[src/common/lie_pkg.sv]
// Constants and state types of the link interrupt event block.
// Assumes a single 100 MHz clock and a plain register port.
package lie_pkg;

  // ------------------------------------------------------------
  // Register port geometry
  // ------------------------------------------------------------
  localparam int ADDR_W = 8;
  localparam int DATA_W = 32;

  // ------------------------------------------------------------
  // Register offsets
  // ------------------------------------------------------------
  localparam logic [7:0] OFS_HC_CTRL_SET = 8'h50;
  localparam logic [7:0] OFS_HC_CTRL_CLR = 8'h54;
  localparam logic [7:0] OFS_EVT_SET = 8'h80;
  localparam logic [7:0] OFS_EVT_CLR = 8'h84;
  localparam logic [7:0] OFS_MASK_SET = 8'h88;
  localparam logic [7:0] OFS_MASK_CLR = 8'h8c;
  localparam logic [7:0] OFS_GPIO_CTRL = 8'hfc;

  // ------------------------------------------------------------
  // Field positions
  // ------------------------------------------------------------
  localparam int BIT_RSVD_HI = 31;
  localparam int BIT_GP_EVT = 30;
  localparam int BIT_SW_EVT = 29;
  localparam int BIT_RSVD_LO = 28;
  localparam int BIT_LATE_ACK = 27;
  localparam int BIT_LATE_ACK_EN = 29;
  localparam int BIT_GP_B_EN = 31;
  localparam int BIT_GP_A_EN = 23;

  // ------------------------------------------------------------
  // Bit masks and reset values
  // ------------------------------------------------------------
  localparam logic [31:0] EVT_IMPL_MASK = 32'h6fff_83ff;
  localparam logic [31:0] EVT_HW_SRC_MASK = 32'h07ff_83ff;
  localparam logic [31:0] EVT_RST = 32'h0000_0000;
  localparam logic [31:0] MASK_RST = 32'h0000_0000;
  localparam logic [31:0] RDATA_RST = 32'h0000_0000;
  localparam logic [31:0] RD_UNMAPPED = 32'h0000_0000;
  localparam logic [1:0] SYNC_RST = 2'h0;
  localparam logic [31:0] PREV_RST = 32'h0000_0000;

  // ------------------------------------------------------------
  // State types
  // ------------------------------------------------------------
  typedef struct packed {
    logic [31:0] ev;
    logic [31:0] mask;
    logic late_en;
    logic gpa_en;
    logic gpb_en;
    logic [31:0] rdata;
  } lie_core_st_t;

  typedef struct packed {
    logic [1:0] s1;
    logic [1:0] s2;
  } lie_sync_st_t;

  typedef struct packed {
    logic [31:0] prev;
  } lie_edge_st_t;

endpackage : lie_pkg

[src/common/lie_evt_if.sv]
// Carrier between the event core, the pin synchroniser and the edge finder.
// Assumes all three sit on one clock.
`timescale 1ns/1ps
interface lie_evt_if;
  logic [1:0] gp_pin;
  logic [1:0] gp_sync;
  logic [31:0] raw;
  logic [31:0] rise;

  modport sync_mp (input gp_pin, output gp_sync);
  modport edge_mp (input raw, output rise);
  modport core_mp (output gp_pin, output raw, input gp_sync, input rise);
endinterface : lie_evt_if

[src/core/lie_top.sv]
// Interrupt event register of the link controller, with its mask,
// the late-ack enable and the general-purpose interrupt enables.
// Assumes a register master on the same clock that never overlaps
// its strobes, and event sources from core logic on this clock.
`timescale 1ns/1ps
module lie_top
  import lie_pkg::*;
(
  // Clock and reset
  input wire logic I_REF_CLK,
  input wire logic I_ARST_N,
  // Register port
  input wire logic [ADDR_W-1:0] I_ADDR,
  input wire logic [DATA_W-1:0] I_WDATA,
  input wire logic I_WR,
  input wire logic I_RD,
  output logic [DATA_W-1:0] O_RDATA,
  // Event sources from core logic
  input wire logic [31:0] I_EVT_SRC,
  input wire logic I_RX_FIFO_PEND,
  input wire logic I_PHYS_RESP_BUSY,
  input wire logic I_ACK_TARDY_SENT,
  // General-purpose interrupt pins
  input wire logic I_GP_IRQ_A,
  input wire logic I_GP_IRQ_B,
  // Interrupt output
  output logic O_IRQ
);

  // ------------------------------------------------------------
  // Sub-blocks
  // ------------------------------------------------------------
  lie_evt_if evt ();

  lie_sync u_sync (
    .i_clk(I_REF_CLK),
    .i_arst_n(I_ARST_N),
    .evt(evt.sync_mp)
  );

  lie_edge u_edge (
    .i_clk(I_REF_CLK),
    .i_arst_n(I_ARST_N),
    .evt(evt.edge_mp)
  );

  // ------------------------------------------------------------
  // Declarations
  // ------------------------------------------------------------
  lie_core_st_t st_ff;
  lie_core_st_t nxt_st;
  logic gp_lvl;
  logic late_lvl;
  logic late_cause;
  logic [31:0] hw_rise;
  logic [31:0] set_bits;
  logic [31:0] clr_bits;
  logic wr_evt_set;
  logic wr_evt_clr;
  logic rd_evt;

  // ------------------------------------------------------------
  // Source levels
  // ------------------------------------------------------------
  assign evt.gp_pin = {I_GP_IRQ_B, I_GP_IRQ_A};

  assign gp_lvl = (evt.gp_sync[0] & st_ff.gpa_en) | (evt.gp_sync[1] & st_ff.gpb_en);

  assign late_cause = I_RX_FIFO_PEND | I_PHYS_RESP_BUSY | I_ACK_TARDY_SENT;

  assign late_lvl = st_ff.late_en & late_cause;

  // no hardware source on bit 29
  always_comb begin
    evt.raw = I_EVT_SRC & EVT_HW_SRC_MASK;
    evt.raw[BIT_GP_EVT] = gp_lvl;
    evt.raw[BIT_LATE_ACK] = late_lvl;
  end

  assign hw_rise = evt.rise & EVT_IMPL_MASK;

  // ------------------------------------------------------------
  // Register decode
  // ------------------------------------------------------------
  assign wr_evt_set = I_WR && (I_ADDR == OFS_EVT_SET);
  assign wr_evt_clr = I_WR && (I_ADDR == OFS_EVT_CLR);
  assign rd_evt = I_ADDR == OFS_EVT_SET || I_ADDR == OFS_EVT_CLR;

  assign set_bits = wr_evt_set ? (I_WDATA & EVT_IMPL_MASK) : 32'h0000_0000;

  assign clr_bits = wr_evt_clr ? (I_WDATA & EVT_IMPL_MASK) : 32'h0000_0000;

  // ------------------------------------------------------------
  // Next state
  // ------------------------------------------------------------
  always_comb begin
    nxt_st = st_ff;
    nxt_st.ev = ((st_ff.ev & ~clr_bits) | hw_rise | set_bits) & EVT_IMPL_MASK;
    if (I_WR) begin
      case (I_ADDR)
        OFS_MASK_SET: begin
          nxt_st.mask = (st_ff.mask | I_WDATA) & EVT_IMPL_MASK;
        end
        OFS_MASK_CLR: begin
          nxt_st.mask = st_ff.mask & ~I_WDATA;
        end
        OFS_HC_CTRL_SET: begin
          if (I_WDATA[BIT_LATE_ACK_EN]) begin
            nxt_st.late_en = 1'b1;
          end
        end
        OFS_HC_CTRL_CLR: begin
          if (I_WDATA[BIT_LATE_ACK_EN]) begin
            nxt_st.late_en = 1'b0;
          end
        end
        OFS_GPIO_CTRL: begin
          nxt_st.gpa_en = I_WDATA[BIT_GP_A_EN];
          nxt_st.gpb_en = I_WDATA[BIT_GP_B_EN];
        end
        default: begin
          nxt_st.mask = st_ff.mask;
        end
      endcase
    end
    // Read data stands only in the cycle after the strobe
    nxt_st.rdata = RD_UNMAPPED;
    if (I_RD) begin
      if (rd_evt) begin
        nxt_st.rdata = st_ff.ev & st_ff.mask;
      end else begin
        case (I_ADDR)
          OFS_MASK_SET, OFS_MASK_CLR: begin
            nxt_st.rdata = st_ff.mask;
          end
          OFS_HC_CTRL_SET, OFS_HC_CTRL_CLR: begin
            nxt_st.rdata[BIT_LATE_ACK_EN] = st_ff.late_en;
          end
          OFS_GPIO_CTRL: begin
            nxt_st.rdata[BIT_GP_A_EN] = st_ff.gpa_en;
            nxt_st.rdata[BIT_GP_B_EN] = st_ff.gpb_en;
          end
          default: begin
            nxt_st.rdata = RD_UNMAPPED;
          end
        endcase
      end
    end
  end

  // ------------------------------------------------------------
  // State register
  // ------------------------------------------------------------
  always_ff @(posedge I_REF_CLK or negedge I_ARST_N) begin
    if (!I_ARST_N) begin
      st_ff <= '{ev: EVT_RST, mask: MASK_RST, late_en: 1'b0, gpa_en: 1'b0,
                 gpb_en: 1'b0, rdata: RDATA_RST};
    end else begin
      st_ff <= nxt_st;
    end
  end

  // ------------------------------------------------------------
  // Outputs
  // ------------------------------------------------------------
  assign O_RDATA = st_ff.rdata;
  assign O_IRQ = |(st_ff.ev & st_ff.mask);
endmodule : lie_top

[src/core/lie_sync.sv]
// Two-stage synchroniser for the general-purpose interrupt pins.
// Assumes the pins are asynchronous to the clock.
`timescale 1ns/1ps
module lie_sync
  import lie_pkg::*;
(
  // Clock and reset
  input wire logic i_clk,
  input wire logic i_arst_n,
  // Pins in, levels out
  lie_evt_if.sync_mp evt
);
  lie_sync_st_t st_ff;
  lie_sync_st_t nxt_st;

  // ------------------------------------------------------------
  // Per-bit stages
  // ------------------------------------------------------------
  for (genvar g = 0; g < 2; g++) begin : g_bit
    assign evt.gp_sync[g] = st_ff.s2[g];
  end

  always_comb begin
    nxt_st = st_ff;
    nxt_st.s1 = evt.gp_pin;
    nxt_st.s2 = st_ff.s1;
  end

  always_ff @(posedge i_clk or negedge i_arst_n) begin
    if (!i_arst_n) begin
      st_ff <= '{s1: SYNC_RST, s2: SYNC_RST};
    end else begin
      st_ff <= nxt_st;
    end
  end
endmodule : lie_sync

[src/core/lie_edge.sv]
// Rising-edge finder over the 32 event source levels.
// Assumes levels already live in the clock domain.
`timescale 1ns/1ps
module lie_edge
  import lie_pkg::*;
(
  // Clock and reset
  input wire logic i_clk,
  input wire logic i_arst_n,
  // Levels in, one-cycle edges out
  lie_evt_if.edge_mp evt
);
  lie_edge_st_t st_ff;
  lie_edge_st_t nxt_st;

  // ------------------------------------------------------------
  // Per-bit edge
  // ------------------------------------------------------------
  for (genvar g = 0; g < 32; g++) begin : g_bit
    assign evt.rise[g] = evt.raw[g] & ~st_ff.prev[g];
  end

  always_comb begin
    nxt_st = st_ff;
    nxt_st.prev = evt.raw;
  end

  always_ff @(posedge i_clk or negedge i_arst_n) begin
    if (!i_arst_n) begin
      st_ff <= '{prev: PREV_RST};
    end else begin
      st_ff <= nxt_st;
    end
  end
endmodule : lie_edge

[config.mk]
export PLATFORM = sky130hd
export DESIGN_NAME = lie_top
export DESIGN_NICKNAME = d
export VERILOG_FILES = /design/src/common/lie_pkg.sv /design/src/common/lie_evt_if.sv /design/src/core/lie_top.sv /design/src/core/lie_sync.sv /design/src/core/lie_edge.sv
export SDC_FILE = /design/constraint.sdc
export NUM_CORES = 1
export LEC_CHECK = 0
export ABC_AREA = 0
export BUFFER_PORTS_ARGS = -buffer_cell sky130_fd_sc_hd__buf_2
export CORE_UTILIZATION = 50
export CTS_BUF_LIST = sky130_fd_sc_hd__clkbuf_4 sky130_fd_sc_hd__clkbuf_8
export DETAILED_ROUTE_END_ITERATION = 7
export GPL_TIMING_DRIVEN = 0
export PLACE_DENSITY = 0.75
export SYNTH_ARGS = -nofsm -noshare
export SYNTH_HDL_FRONTEND = slang
export SYNTH_SLANG_ARGS = --single-unit
[constraint.sdc]
create_clock -name I_REF_CLK -period 2.57 [get_ports I_REF_CLK]
set_input_delay 0.514 -clock I_REF_CLK [delete_from_list [all_inputs] [get_ports I_REF_CLK]]
set_output_delay 0.514 -clock I_REF_CLK [all_outputs]
set_load 0.005 [all_outputs]
==> flow_summary.yaml <==
worst_setup_path:
  critPathArrivalTime_ps: 1830
  cp_top_family: "simple AND/OR/NAND/NOR gates"
  cp-end-kind: "primary output"
  path_cells: "a22oi_1, nand3_1, nor3_1, nand4_1, buf_2"
  slowest_stage: "dfrtp_1"
  crit_fanout: 3
  critPathBufInv: 1
  r2r-start: "st_ff[34]"
  cp-startpoint: "st_ff[76]"
  required_ps: 2060
  max_stage_delay_ps: 410
  critical_path_class: "flip-flop to primary output"
  start_kind: "flip-flop"
route:
  drt_iter0_drc: 226
  wirelength_um: 12290
  dr.pass1.iters: 5
  viasPerCell: 5.309
  drc_errors: 0
  ant_nets: 0
  wire_per_inst_um: 16.23
  num_vias: 4019
timing:
  fin_skew_ps: 6.841
  hold_ws_ps: 180.0
  setup_viol: 0
  min_period_ps: 2340
  slew-limit-headroom_pct: 55.52
  tightest_slew_ps: 664.3
  fin_crit_sh_pct: 91.04
  hold_viol_final: 0
  rsz0062_at_grt: "false"
  clock.fmax_mhz: 427.4
  finalWorstSetupSlack_ps: 230.3
  maxSlewViolCount: 0
job:
  drv_cap: 0
global_route:
  overflow: 0
  antenna_found_initial: 0
  grt_max_degree: 93
  grtUsageTotal_pct: 25.21
  grt_pass1_wl_um: 19400
  grt_pass1_vias: 3975
hold_path:
  worstHoldStart: "I_GP_IRQ_B"
  hold_class: "input pin to flip-flop"
yosys:
  synth_seq_cells: 120
  netlist_top_cells_area: "dfrtp_1 (59%), nand2_1 (5.3%), buf_4 (5.1%)"
  yosys.area.top_type: "dfrtp_1"
  synth_edf_count: 0
  synth_top_area_share_pct: 58.51
  async_reset_ff_share_pct: 100.0
  synth_ff_type: "dfrtp_1"
  seq_area_frac_synth_pct: 58.51
  syn-num-nets: 568
  synth_warnings: 0
  syn_area_sq_mm: 0.005132
  netlist_instances: 487
  syn_avg_cell_area_sq_um: 10.54
  synth_cell_types: 43
pwr:
  ir_drop_v: 0.0004860
  power.density_mw_per_mm2: 621.1
  power_uw: 3884
  p_leak_uw: 0.003301
final_layout:
  layout_common_cells: "dfrtp_1 (120), buf_2 (105), nand2_1 (73)"
  final_util_pct: 63.39
  mostFrequentLayoutCell: "dfrtp_1"
  fin_nets: 692
  fin_cells: 757
  area_delta_synth_final_pct: 21.84
  drive_gt1_share_pct: 29.33
  diodes: 0
floorplan:
  die_area_sq_mm: 0.01067
  core_area_sq_mm: 0.009864
  start_util_pct: 52.03
  die_h_um: 103.3
  die_w_um: 103.3
  num_rows: 36
  num_io_pins: 114
clock_network:
  h-tree-depth: 4
  clock_sinks: 120
  path_clk_slew_ps: 70
  cts_max_path_buffers: 2
  cts_tree: "built"
  cts_setup_buffers: 0
  root_buffer: "clkbuf_8"
  cts_buffers: 17
  clk-insertion-delay-late_ps: 430
placed_design:
  place_inst: 724
  io_buffers: 103
  gp_congestion: 0.8407
  place_ws_ps: 270.5
  dp_hpwl_um: 8500
outcome:
  status: "finished clean"
## layout make-up
type | instances | area, sq um
inverters | 50 | 187.7
clock inverters | 9 | 97.59
well taps | 133 | 166.4
fillers | 813 | 3611
repair buffers | 105 | 559.3
plain buffers | 53 | 341.6
clock buffers | 23 | 297.8
flip-flops and latches | 120 | 3003
multi-input cells | 264 | 1600
## synth_stat cells, types with 2 or more instances
master / instances
a21oi_1: 23
nand4_1: 8
mux2_2: 2
a21boi_0: 7
o221ai_1: 22
a221oi_1: 3
and2_1: 6
nor2_1: 26
nor3_1: 4
buf_2: 3
o21ai_0: 22
buf_4: 35
a22oi_1: 7
and3_1: 3
a22o_1: 3
mux2i_1: 26
nand2b_1: 7
clkbuf_1: 14
nand3_1: 2
inv_1: 50
nand2_1: 73
dfrtp_1: 120
## where the power goes
group / switching (uW) / internal (uW) / total, uW
Sequential: 28.6 / 1950 / 1970
Combinational: 152 / 90.9 / 243
Clock: 707 / 959 / 1670
## through the flow
stage,TNS [ps],instance area [sq um]
6_report,0,6254
3_5_place_dp,0,5848
3_3_place_gp,-49840,5814
4_1_cts,0,6254
5_1_grt,0,6254
2_1_floorplan,0,5132
## path summary, 6_finish.rpt
check	end	slack (ps)	cells after the start
min in group asynchronous	st_ff[83]	510	2
max	O_IRQ	230	5
min reg2reg	u_sync.evt.gp_sync[0]	350	0
max in group asynchronous	O_RDATA[17]	1300	3
max reg2reg	O_RDATA[29]	1390	4
min	u_sync.nxt_st[1]	180	1
## kinds of logic after synthesis
| group | count (synthesis) | share of synthesized area (%) |
|---|---|---|
| and+or+nand+nor | 142 | 13.31 |
| DFF | 120 | 58.51 |
| buffers and inverters | 103 | 10.31 |
| AOI/OAI and AO/OA | 94 | 12.36 |
| muxes | 28 | 5.509 |
## per-layer routing
| layer | global-route usage, % | vias to the layer above | part of all wire (%) |
|---|---|---|---|
| li1 | - | 1869 | - |
| met3 | 6.250 | 21 | 5.9 |
| met1 | 31.44 | 1969 | 42 |
| met5 | 0 | - | 0 |
| met2 | 41.54 | 160 | 50 |
| met4 | 11.81 | 0 | 1.6 |
## what timing repair did
action / in CTS / in global routing
hold buffers: 1 / 0
hold endpoints to repair: 28 / 0
resized for setup: 0 / 0
## worst reg2reg max path: stages (launching register included)
cell,delay [ps]
dfrtp_1,380
and4b_1,190
o2111a_1,220
o21ai_0,120
o21ai_0,120
(Power assumes the default switching activity.)
